===== config.mk =====
export PLATFORM = sky130hd
export DESIGN_NAME = tbf_framer
export DESIGN_NICKNAME = d
export VERILOG_FILES = /design/src/design/tbf_pkg.sv /design/src/design/tbf_crc.sv /design/src/design/tbf_framer.sv
export VERILOG_INCLUDE_DIRS = /design/src /design/src/design
export SDC_FILE = /design/constraint.sdc
export NUM_CORES = 1
export LEC_CHECK = 0
export BUFFER_PORTS_ARGS = -buffer_cell sky130_fd_sc_hd__buf_2
export CAP_MARGIN = 20
export CORE_ASPECT_RATIO = 0.8
export CORE_UTILIZATION = 55
export DETAILED_ROUTE_END_ITERATION = 10
export MAX_ROUTING_LAYER = met4
export PLACE_DENSITY = 0.77
export RECOVER_POWER = 50
export SKIP_CTS_REPAIR_TIMING = 1
export SLEW_MARGIN = 25
export SYNTH_ARGS = -nofsm -noshare
export SYNTH_HDL_FRONTEND = slang
export SYNTH_SLANG_ARGS = --single-unit

===== constraint.sdc =====
create_clock -name clock -period 3.27 [get_ports clock]
set_clock_uncertainty 0.2 [all_clocks]
set_input_delay 0.8175 -clock clock [delete_from_list [all_inputs] [get_ports clock]]
set_output_delay 0.8175 -clock clock [all_outputs]
set_load 0.005 [all_outputs]

===== src/design/tbf_defines.svh =====
/*
  Constants for the answer framer and attribute parser: codes, field
  positions and fixed values. Assumes inclusion by bare name.
*/
`ifndef TBF_DEFINES_SVH
`define TBF_DEFINES_SVH
`define TBF_ANSWER_CODE 8'h50
`define TBF_ATTRIB_CODE 8'h1D
`define TBF_APP_DATA 32'h0000_0000
`define TBF_PROTO1 8'h91
`define TBF_FRAME_SIZE_CODE 4'h8
`define TBF_PROTO_TYPE 4'h1
`define TBF_ADC_CODE 2'h0
`define TBF_FO_CODE 2'h0
`define TBF_ANSWER_LEN 4'hE
`define TBF_ATTRIB_LEN 4'hB
`define TBF_CRC_PRESET 16'hFFFF
`define TBF_CRC_POLY 16'h8408
`define TBF_CRC_RESIDUE 16'hF0B8
`define TBF_TR0_FIELD_HI 7
`define TBF_TR1_FIELD_HI 5
`define TBF_TIMING_RSVD 2'h3
`define TBF_MIN_TR0_FS 8'h40
`define TBF_MIN_TR1_FS 8'h50
`define TBF_TR2_ETU 10
`define TBF_TR2_FS 32
`endif


===== src/design/tbf_pkg.sv =====
/*
  Types shared by the framer files. Assumes tbf_defines.svh beside it.
*/
package tbf_pkg;
  typedef enum logic [1:0] {
    TBF_IDLE = 2'b00,
    TBF_SEND = 2'b01,
    TBF_RECV = 2'b10
  } tbf_state_t;

  typedef struct packed {
    logic valid;
    logic [7:0] data;
    logic last;
  } tbf_byte_t;

  typedef struct packed {
    logic [1:0] tr0_sel;
    logic [1:0] tr1_sel;
    logic eof_omit_req;
    logic sof_omit_req;
  } tbf_param1_t;
endpackage


===== src/design/tbf_crc.sv =====
/*
  Byte-wide CRC over the reflected proximity-card polynomial.
  Assumes one byte offered per cycle at most. Init together with step folds
  the byte into a fresh preset, so a frame's first byte is never lost.
*/
`timescale 1ns/100ps
`include "tbf_defines.svh"
module tbf_crc
  import tbf_pkg::*;
(
  // Clock and reset
  input wire logic clock,
  input wire logic rstn,
  // Control and data
  input wire logic init,
  input wire logic step,
  input wire logic [7:0] data,
  // Result
  output logic [15:0] crc
);
  typedef struct packed {
    logic [15:0] crc;
  } tbf_crc_st_t;

  tbf_crc_st_t s_q, s_d;

  always_comb begin
    logic [15:0] c;
    c = init ? `TBF_CRC_PRESET : s_q.crc;
    s_d = s_q;
    if (step) begin
      c = c ^ {8'h00, data};
      for (int i = 0; i < 8; i++) begin
        c = c[0] ? ((c >> 1) ^ `TBF_CRC_POLY) : (c >> 1);
      end
    end
    s_d.crc = c;
  end

  always_ff @(posedge clock or negedge rstn) begin
    if (!rstn) begin
      s_q <= '{crc: `TBF_CRC_PRESET};
    end else begin
      s_q <= s_d;
    end
  end

  assign crc = s_q.crc;
endmodule // tbf_crc


===== src/design/tbf_framer.sv =====
/*
  Answer frame builder and attribute command parser for a proximity tag.
  Assumes the receive path hands over deframed bytes with a last flag and
  the transmit path takes bytes under a valid/ready handshake.
*/
// Contract
// - The answer is code 0x50, four identifier bytes, four application bytes, three protocol bytes, two CRC bytes.
// - The four application bytes are all zero and carry no vendor content.
// - The first protocol byte is 0x91 for 106 and 212 kbps with equal rates.
// - The second protocol byte is 0x81 whose upper nibble 1000b gives a 256-byte frame.
// - The lower nibble of the second protocol byte is protocol type 0001b.
// - The third protocol byte carries the waiting-time integer high and zeros low.
// - Bits 3-2 of the third protocol byte are 00b for vendor coding.
// - Bits 1-0 of the third protocol byte are 00b for no node address or number.
// - An attribute command with code 0x1D and the matching identifier enables command processing.
// - Bits 1-0 of the first parameter are ignored and a reserved 11b timing field reads as 00b.
// - The tag always uses 64 and 80 subcarrier periods and never omits its delimiters.
`timescale 1ns/100ps
`include "tbf_defines.svh"
module tbf_framer
  import tbf_pkg::*;
#(
  parameter int ID_BYTES = 4
)(
  // Clock and reset
  input wire logic clock,
  input wire logic rstn,
  // Configuration
  input wire logic [31:0] card_id,
  input wire logic [3:0] fwi,
  // Answer request from the command decoder
  input wire logic answer_req,
  // Received command bytes
  input wire tbf_byte_t rx,
  // Transmit bytes
  output tbf_byte_t tx,
  input wire logic tx_ready,
  // Results
  output logic cmd_enabled,
  output logic attrib_ok,
  output tbf_param1_t param1,
  output logic [7:0] min_tr0_fs,
  output logic [7:0] min_tr1_fs,
  output logic sof_omit,
  output logic eof_omit,
  output logic busy
);
  typedef struct packed {
    tbf_state_t st;
    logic [3:0] idx;
    logic [7:0] txd;
    logic txv;
    logic txl;
    logic [31:0] rid;
    logic [7:0] p1;
    logic match;
    logic en;
    logic ok;
    logic pend;
    tbf_param1_t prm;
  } tbf_st_t;

  tbf_st_t s_q, s_d;
  logic [15:0] crc;
  logic crc_init, crc_step;
  logic [7:0] crc_data;
  logic [7:0] proto2, proto3;
  logic [1:0] tr0_raw, tr1_raw;
  logic tx_take;

  assign proto2 = {`TBF_FRAME_SIZE_CODE, `TBF_PROTO_TYPE};
  assign proto3 = {fwi, `TBF_ADC_CODE, `TBF_FO_CODE};
  assign tx_take = s_q.txv && tx_ready;
  assign tr0_raw = s_q.p1[`TBF_TR0_FIELD_HI -: 2];
  assign tr1_raw = s_q.p1[`TBF_TR1_FIELD_HI -: 2];

  // Byte at a given answer position; CRC bytes come from the running CRC.
  function automatic logic [7:0] answer_byte(input logic [3:0] i, input logic [15:0] c);
    logic [7:0] b;
    b = 8'h00;
    case (i)
      4'h0: b = `TBF_ANSWER_CODE;
      4'h1, 4'h2, 4'h3, 4'h4: b = card_id[8 * (4 - i) +: 8];
      4'h5, 4'h6, 4'h7, 4'h8: b = 8'(`TBF_APP_DATA >> (8 * (8 - i)));
      4'h9: b = `TBF_PROTO1;
      4'hA: b = proto2;
      4'hB: b = proto3;
      4'hC: b = ~c[7:0];
      4'hD: b = ~c[15:8];
      default: b = 8'h00;
    endcase
    return b;
  endfunction

  always_comb begin
    s_d = s_q;
    crc_init = 1'b0;
    crc_step = 1'b0;
    crc_data = 8'h00;
    s_d.ok = 1'b0;
    s_d.pend = 1'b0;
    case (s_q.st)
      TBF_IDLE: begin
        if (answer_req) begin
          crc_init = 1'b1;
          s_d.st = TBF_SEND;
          s_d.idx = 4'h0;
          s_d.txd = `TBF_ANSWER_CODE;
          s_d.txv = 1'b1;
          s_d.txl = 1'b0;
        end else if (rx.valid) begin
          crc_init = 1'b1;
          crc_step = 1'b1;
          crc_data = rx.data;
          s_d.st = rx.last ? TBF_IDLE : TBF_RECV;
          s_d.idx = 4'h1;
          s_d.match = (rx.data == `TBF_ATTRIB_CODE) && !rx.last;
        end
      end
      TBF_SEND: begin
        if (tx_take) begin
          if (s_q.idx < 4'hC) begin
            crc_step = 1'b1;
            crc_data = s_q.txd;
          end
          if (s_q.txl) begin
            s_d.st = TBF_IDLE;
            s_d.txv = 1'b0;
            s_d.txl = 1'b0;
          end else begin
            s_d.idx = s_q.idx + 4'h1;
            s_d.txl = (s_q.idx + 4'h1) == (`TBF_ANSWER_LEN - 4'h1);
          end
        end
        // The CRC low byte waits one empty cycle until the last protocol byte has been folded in.
        if (s_q.idx == 4'hC && !s_q.txv) begin
          s_d.txd = answer_byte(4'hC, crc);
          s_d.txv = 1'b1;
        end else if (!tx_take || s_q.txl) begin
          s_d.txd = s_q.txd;
        end else if (s_q.idx + 4'h1 == 4'hC) begin
          s_d.txd = 8'h00;
          s_d.txv = 1'b0;
        end else begin
          s_d.txd = answer_byte(s_q.idx + 4'h1, crc);
        end
      end
      TBF_RECV: begin
        if (rx.valid) begin
          crc_step = 1'b1;
          crc_data = rx.data;
          if (s_q.idx >= 4'h1 && s_q.idx <= 4'h4) begin
            s_d.rid = {s_q.rid[23:0], rx.data};
          end
          if (s_q.idx == 4'h5) begin
            s_d.p1 = rx.data;
          end
          if (s_q.idx != 4'hF) begin
            s_d.idx = s_q.idx + 4'h1;
          end
          if (rx.last) begin
            s_d.st = TBF_IDLE;
          end
        end
      end
      default: s_d.st = TBF_IDLE;
    endcase
    if (s_q.st == TBF_RECV && rx.valid && rx.last) begin
      // Code, length and identifier are settled now; the CRC residue is only known a cycle later.
      if (s_q.match && s_q.idx == `TBF_ATTRIB_LEN - 4'h1 && s_q.rid == card_id) begin
        s_d.pend = 1'b1;
      end
    end
    // Residue of a good frame after feeding its own CRC bytes is a fixed constant.
    if (s_q.pend && crc == `TBF_CRC_RESIDUE) begin
      s_d.ok = 1'b1;
    end
    if (s_q.ok) begin
      s_d.en = 1'b1;
      // Bits 1-0 are dropped and a reserved timing field reads as the slowest code.
      s_d.prm.tr0_sel = (tr0_raw == `TBF_TIMING_RSVD) ? 2'h0 : tr0_raw;
      s_d.prm.tr1_sel = (tr1_raw == `TBF_TIMING_RSVD) ? 2'h0 : tr1_raw;
      s_d.prm.eof_omit_req = s_q.p1[3];
      s_d.prm.sof_omit_req = s_q.p1[2];
    end
  end

  tbf_crc u_crc (
    .clock(clock),
    .rstn(rstn),
    .init(crc_init),
    .step(crc_step),
    .data(crc_data),
    .crc(crc)
  );

  always_ff @(posedge clock or negedge rstn) begin
    if (!rstn) begin
      s_q <= '0;
    end else begin
      s_q <= s_d;
    end
  end

  assign tx = '{valid: s_q.txv, data: s_q.txd, last: s_q.txl};
  assign cmd_enabled = s_q.en;
  assign attrib_ok = s_q.ok;
  assign param1 = s_q.prm;
  assign min_tr0_fs = `TBF_MIN_TR0_FS;
  assign min_tr1_fs = `TBF_MIN_TR1_FS;
  assign sof_omit = 1'b0;
  assign eof_omit = 1'b0;
  assign busy = s_q.st != TBF_IDLE;

  // The turnaround gap after a response is the reader's duty; busy falls at the last byte.

  answer_code_a: assert property (@(posedge clock) disable iff (!rstn)
    (s_q.st == TBF_IDLE && answer_req) |=> (tx.valid && tx.data == 8'h50));
  app_zero_a: assert property (@(posedge clock) disable iff (!rstn)
    (tx.valid && s_q.idx >= 4'h5 && s_q.idx <= 4'h8) |-> tx.data == 8'h00);
  proto_one_a: assert property (@(posedge clock) disable iff (!rstn)
    (tx.valid && s_q.idx == 4'h9) |-> tx.data == 8'h91);
  proto_two_a: assert property (@(posedge clock) disable iff (!rstn)
    (tx.valid && s_q.idx == 4'hA) |-> tx.data == 8'h81);
  proto_type_a: assert property (@(posedge clock) disable iff (!rstn)
    (tx.valid && s_q.idx == 4'hA) |-> tx.data[3:0] == 4'h1);
  proto_three_a: assert property (@(posedge clock) disable iff (!rstn)
    (tx.valid && s_q.idx == 4'hB) |-> tx.data == {fwi, 4'h0});
  adc_bits_a: assert property (@(posedge clock) disable iff (!rstn)
    (tx.valid && s_q.idx == 4'hB) |-> tx.data[3:2] == 2'b00);
  fo_bits_a: assert property (@(posedge clock) disable iff (!rstn)
    (tx.valid && s_q.idx == 4'hB) |-> tx.data[1:0] == 2'b00);
  attrib_enable_a: assert property (@(posedge clock) disable iff (!rstn)
    attrib_ok |=> cmd_enabled);
  rsvd_timing_a: assert property (@(posedge clock) disable iff (!rstn)
    attrib_ok |=> (param1.tr0_sel != 2'b11 && param1.tr1_sel != 2'b11));
  fixed_timing_a: assert property (@(posedge clock) disable iff (!rstn)
    (min_tr0_fs == 8'h40 && min_tr1_fs == 8'h50 && !sof_omit && !eof_omit));
  frame_len_a: assert property (@(posedge clock) disable iff (!rstn)
    (tx.valid && tx.last && tx_ready) |-> s_q.idx == 4'hD);
  crc_gate_a: assert property (@(posedge clock) disable iff (!rstn)
    attrib_ok |-> $past(crc) == 16'hF0B8);
endmodule // tbf_framer


==> results.json, run 1 <==
{
  "cts_buffers": 9,
  "hold_end": "cmd_enabled$_DFFE_PN0P_",
  "critPathMostFrequentCell": "o21ai_0",
  "synth_area_mm2": 0.005509,
  "ys_seq_area_share_pct": 36.70,
  "drc": 0,
  "rrSetupSlack_ps": 220,
  "grt_setup_unrepaired": "false",
  "fp-row-count": 32,
  "diodes": 0,
  "internal_power_mw": 3.320,
  "seq_power_share_pct": 32.1,
  "timing.final.crit_share_pct": 93.19,
  "drt-initial-drc-count": 415,
  "worstMarginPinSlew_ps": 1658,
  "outcome": "finished, violations left",
  "min_from": "cmd_enabled$_DFFE_PN0P_",
  "die_x_um": 113.9,
  "final_area_mm2": 0.006126,
  "clk_pin_slew_ps": 60,
  "synthToLayoutAreaGrowth_pct": 11.20,
  "holdPathStages": 1,
  "p_comb_share_pct": 47.7,
  "p_clk_share_pct": 20.1,
  "vias": 4550,
  "cp_cell_sequence": "inv_1 > ha_1 > or2_2 > nor2_1 > o21ai_0 > o21ai_0 > a31oi_1 > o32a_1",
  "dp_hpwl_mm": 10.78,
  "p_sw_mw": 2.172,
  "drv_cap": 1,
  "cts_tree": "yes",
  "final_core_util_pct": 63.22,
  "preCtsSetupSlack_ps": 337.4,
  "wl_per_cell_um": 19.68,
  "cts.sinks": 80,
  "grt_antenna_before_repair": 0,
  "grt_pass1_wl_mm": 23.36,
  "grt_pass1_vias": 4318,
  "period_needed_ps": 3047,
  "fin_ws_ps": 222.7,
  "cts_buffer_depth": 2,
  "finalHoldViolCount": 0,
  "violations": "capacitance limit, slew limit",
  "via_per_inst": 6.190,
  "ys_types": 72,
  "place_inst": 719,
  "start_kind": "flop",
  "clk_latency_ps": 340,
  "routed_wl_mm": 14.47,
  "first_pass_iters": 5,
  "die_area_mm2": 0.01042,
  "core_area_mm2": 0.009689,
  "ys.flop_type": "dfrtp_1",
  "initial_core_util_pct": 56.86,
  "routabilityCongestion": 0.9632,
  "placed_area_mm2": 0.005813,
  "cts-htree-levels": 3,
  "switching_share_pct": 39.55,
  "critPathSlowestCell": "o21ai_0",
  "cp.required_ps": 3300,
  "hold_slack_ps": 272.6,
  "ir_worst_vdd_mv": 0.4748,
  "setup_violations": 0,
  "fin_tns_setup_ps": 0,
  "io_buffers": 68,
  "reg2reg_from": "s_q[60]$_DFFE_PN0P_",
  "relSlewSlack_pct": -10.51,
  "synthArstFlopShare_pct": 100.0,
  "ant_nets": 0,
  "total_power_mw": 5.491,
  "globalRoute.totalOverflow": 0,
  "worstPathMaxFanout": 13,
  "r2r_end": "tx[7]$_DFFE_PN0P_",
  "track_usage_pct": 30.57,
  "cp-end-kind": "flop",
  "synthCells": 544,
  "fmax_ghz": 0.3282,
  "yosys_warnings": 0,
  "worst_r2r_path_depth": 8,
  "synth-edff-count": 0,
  "grt_max_degree": 67,
  "finalMaxSlewViolations": 67,
  "critical_path_class": "reg -> reg",
  "io_pins": 87,
  "finalNonFillerCells": 735,
  "slowest_delay_ps": 510,
  "root_buffer": "clkbuf_16",
  "arrival_ps": 3080,
  "synth-seq-cells": 80,
  "p_leak_nw": 2.717,
  "layout-drive-gt1-share_pct": 30.88,
  "dieHeight_um": 91.52,
  "postSynthAreaPerCell_um2": 10.13,
  "power_density_mw_per_mm2": 896.4,
  "layout.nets": 655,
  "min_path_type": "reg -> reg"
}
==> layout by cell type (no fill, tap or decap), types with 9 or more instances in the layout <==
master and n:
clkbuf_16 9, nor2_1 27, nor4_1 9, ha_1 11, nand2_1 27, nor3_1 12
buf_4 14, mux2_2 41, inv_1 19, xnor2_1 24, conb_1 18, dfstp_2 15
o211ai_1 11, xor2_1 12, dfrtp_1 64, nand2b_1 15, o21ai_0 28, a21oi_1 20
nand3_1 12, buf_2 67
==> Yosys cell counts, types with 9 or more instances <==
cell type,n,area share [%]
o211ai_1,11,1.5
mux2_2,41,8.4
dfstp_2,16,7.6
nand2b_1,15,1.7
o21ai_0,28,2.5
inv_1,19,1.3
a21oi_1,20,1.8
nor3_1,13,1.2
buf_4,37,5.0
buf_2,15,1.4
dfrtp_1,64,29
nor4_1,9,1.0
ha_1,11,2.5
nand3_1,12,1.1
nand2_1,27,1.8
nor2_1,27,1.8
xor2_1,12,1.9
xnor2_1,24,3.8
==> critical path, delay by kind of cell, from the launching register on <==
kind / cells / cell delay, ps
buf+inv: 1 / 180
simple gates: 2 / 620
compound gates: 4 / 1100
flops: 1 / 450
fa+ha+maj: 1 / 390
==> routing by layer <==
metal / vias up / part of all wire, % / track usage (%) / routed length [µm]
met4: 0 / 1.4 / 7.251 / 198
li1: 2052 / - / - / -
met2: 253 / 43 / 44.05 / 6254
met3: 22 / 9.8 / 7.944 / 1411
met1: 2223 / 46 / 43.03 / 6602
met5: - / 0 / - / 0
==> cell families after synthesis <==
logic type,count (synthesis),share of synthesized area (%)
compound gates,130,17.26
xor+xnor,42,8.063
fa+ha+maj,11,2.498
buf+inv,80,8.449
flops,80,36.70
mux,50,11.83
other cells,2,0.1363
simple gates,149,15.06
==> power groups by stage <==
stage	clock network [mW]	logic (mW)	registers, mW
global route	1.16	2.85	1.80
detailed placement	0	2.54	1.77
floorplan	0	2.04	1.63
finish	1.10	2.62	1.77
global placement	0	2.51	1.75
CTS	1.12	2.58	1.75
==> flip-flops by register name, indices dropped and copies added, names as in the netlist <==
register,count
u_crc.crc,16
cmd_enabled,1
s_q,46
attrib_ok,1
param1,6
tx,10
==> worst max-delay path by stage <==
stage,from,endpoint,depth (start not counted)
final,s_q[60]$_DFFE_PN0P_,tx[7]$_DFFE_PN0P_,8
after global placement,rx[9],u_crc.crc[0]$_DFF_PN1_,8
after CTS,s_q[60]$_DFFE_PN0P_,tx[7]$_DFFE_PN0P_,8
after floorplan,s_q[60]$_DFFE_PN0P_,tx[7]$_DFFE_PN0P_,8
after global routing,s_q[60]$_DFFE_PN0P_,tx[5]$_DFFE_PN0P_,8
after detailed placement,rx[9],u_crc.crc[9]$_DFF_PN1_,8
==> area by class of cell <==
cell class | instances | area (µm²)
Inverter | 19 | 71.32
Tap cell | 136 | 170.2
Multi-Input combinational cell | 400 | 3087
Sequential cell | 80 | 2022
Clock buffer | 12 | 246.5
Clock inverter | 4 | 76.32
Timing Repair Buffer | 84 | 452.9
Fill cell | 805 | 3563
Power figures use the tool's default switching activity.
==> run 2, diff against run 1 <==
--- a/config.mk
+++ b/config.mk
@@ -6,8 +6,8 @@
 export SDC_FILE = /design/constraint.sdc
 export NUM_CORES = 1
 export LEC_CHECK = 0
+export ABC_AREA = 1
 export BUFFER_PORTS_ARGS = -buffer_cell sky130_fd_sc_hd__buf_2
-export CAP_MARGIN = 20
 export CORE_ASPECT_RATIO = 0.8
 export CORE_UTILIZATION = 55
 export DETAILED_ROUTE_END_ITERATION = 10
==> results.json, run 2 <==
{
  "outcome": "finished, violations left",
  "violations": "capacitance limit, slew limit",
  "fin_ws_ps": 692.9,
  "grt_max_degree": 68,
  "root_buffer": "clkbuf_16",
  "min_path_type": "reg -> reg",
  "dieHeight_um": 90.82,
  "ant_nets": 0,
  "grt_pass1_wl_mm": 24.61,
  "synth_commonest_cells": "239 x nand2_1, 88 x inv_1, 69 x nand3_1",
  "cts.sinks": 80,
  "grt_setup_unrepaired": "false",
  "place_inst": 943,
  "ys.flop_type": "dfrtp_1",
  "largest_reg_flops": 46,
  "routabilityCongestion": 0.9785,
  "fmax_ghz": 0.3880,
  "io_buffers": 68,
  "yosys_warnings": 0,
  "track_usage_pct": 31.90,
  "final_core_util_pct": 62.98,
  "ys_types": 42,
  "ir_worst_vdd_mv": 0.4322,
  "hold_slack_ps": 260.3,
  "drc": 0,
  "p_sw_mw": 2.606,
  "synthCells": 784,
  "start_kind": "flop",
  "yosysMostFrequentCell": "nand2_1",
  "fin_tns_setup_ps": 0,
  "grt_pass1_vias": 4916,
  "vias": 5371,
  "cp-end-kind": "flop",
  "routed_wl_mm": 14.97,
  "preCtsSetupSlack_ps": 618.5,
  "via_per_inst": 5.595,
  "synth-seq-cells": 80,
  "regMostFlops": "s_q",
  "p_clk_share_pct": 20.0,
  "synthToLayoutAreaGrowth_pct": 11.58,
  "final_area_mm2": 0.006052,
  "worstPathMaxFanout": 11,
  "relSlewSlack_pct": -13.41,
  "clk_latency_ps": 350,
  "cts_buffers": 9,
  "placed_area_mm2": 0.005712,
  "die_area_mm2": 0.01026,
  "seq_power_share_pct": 30.4,
  "synthTopCellsByArea": "dfrtp_1 30%, nand2_1 17%, dfstp_2 7.8%",
  "timing.final.crit_share_pct": 78.81,
  "globalRoute.totalOverflow": 0,
  "period_needed_ps": 2577,
  "synth-edff-count": 0,
  "io_pins": 87,
  "synth.largest_area_cell": "dfrtp_1",
  "layout_common_cells": "239 x nand2_1, 88 x inv_1, 69 x nand3_1, 67 x buf_2, 64 x dfrtp_1",
  "cts_tree": "yes",
  "synth_area_mm2": 0.005424,
  "p_comb_share_pct": 49.6,
  "postSynthAreaPerCell_um2": 6.918,
  "p_leak_nw": 3.222,
  "final_common_cell": "nand2_1",
  "clk_pin_slew_ps": 60,
  "initial_core_util_pct": 56.45,
  "cts_buffer_depth": 2,
  "die_x_um": 113.0,
  "grt_antenna_before_repair": 0,
  "ys_seq_area_share_pct": 37.28,
  "finalHoldViolCount": 0,
  "switching_share_pct": 46.16,
  "synth.top_cell.area_share_pct": 29.53,
  "total_power_mw": 5.647,
  "drv_cap": 1,
  "worstMarginPinSlew_ps": 1701,
  "diodes": 0,
  "wl_per_cell_um": 15.59,
  "synthArstFlopShare_pct": 100.0,
  "cp.required_ps": 3360,
  "finalMaxSlewViolations": 68,
  "setup_violations": 0,
  "arrival_ps": 2660,
  "critical_path_class": "reg -> reg",
  "finalNonFillerCells": 960,
  "layout.nets": 897,
  "cts-htree-levels": 3,
  "core_area_mm2": 0.009609,
  "fp-row-count": 32,
  "internal_power_mw": 3.040,
  "drt-initial-drc-count": 518,
  "dp_hpwl_mm": 11.49,
  "power_density_mw_per_mm2": 933.0,
  "first_pass_iters": 6,
  "layout-drive-gt1-share_pct": 15.93
}
run 2: layer usage:
layer,vias to the layer above,global-route usage (%),wire length (µm)
li1,2589,-,-
met1,2458,45.67,7009
met2,299,45.19,6222
met3,25,6.779,1416
met4,0,9.430,319
met5,-,-,0
run 2: power by group through the flow:
stage / Sequential [mW] / Combinational [mW] / Clock, mW
global placement: 1.71 / 2.65 / 0
floorplan: 1.60 / 2.09 / 0
CTS: 1.71 / 2.73 / 1.15
global route: 1.75 / 3.16 / 1.19
finish: 1.72 / 2.80 / 1.13
detailed placement: 1.72 / 2.71 / 0
run 2: area by class of cell:
class                      instances  area [µm²]
inverter                          97       364.1
timing repair buffer              78       411.6
fill                             892        3557
tap                              119       148.9
clock inverter                     6       100.1
multi-input combinational        570        2766
sequential                        80        2022
clock buffer                      10       239.0
run 2: critical path, cell delays in order, from the launching register on:
cell and delay [ps]:
dfrtp_1 640, nand2_1 400, nor3_4 430, inv_2 160, a21oi_4 200, nand2_2 140
a21oi_1 160, nand2_1 110, nand2_1 70
run 2: cells by family (layout without fill, tap and decap cells):
kind of cell / count (synthesis) / count (layout) / synth area share, %
AO/OA/AOI/OAI: 137 / 137 / 14.26
XOR/XNOR: 11 / 11 / 1.776
adder cells (fa/ha/maj): 11 / 11 / 2.537
buffers and inverters: 150 / 191 / 13.01
flip-flops: 80 / 80 / 37.28
multiplexers: 1 / 1 / 0.2076
other: 2 / 18 / 0.1385
AND/OR/NAND/NOR: 392 / 392 / 30.80
run 2: final timing paths:
check	start	depth (start not counted)	to	slack, ps
setup / recovery	s_q[62]$_DFFE_PN0P_	8	tx[8]$_DFFE_PN0P_	690
hold / removal	cmd_enabled$_DFFE_PN0P_	1	cmd_enabled$_DFFE_PN0P_	260
setup reg to reg	s_q[62]$_DFFE_PN0P_	8	tx[8]$_DFFE_PN0P_	690
hold reg to reg	cmd_enabled$_DFFE_PN0P_	1	cmd_enabled$_DFFE_PN0P_	260
max in group asynchronous	rstn	2	u_crc.crc[11]$_DFF_PN1_	940
min in group asynchronous	rstn	1	s_q[28]$_DFFE_PN0P_	710
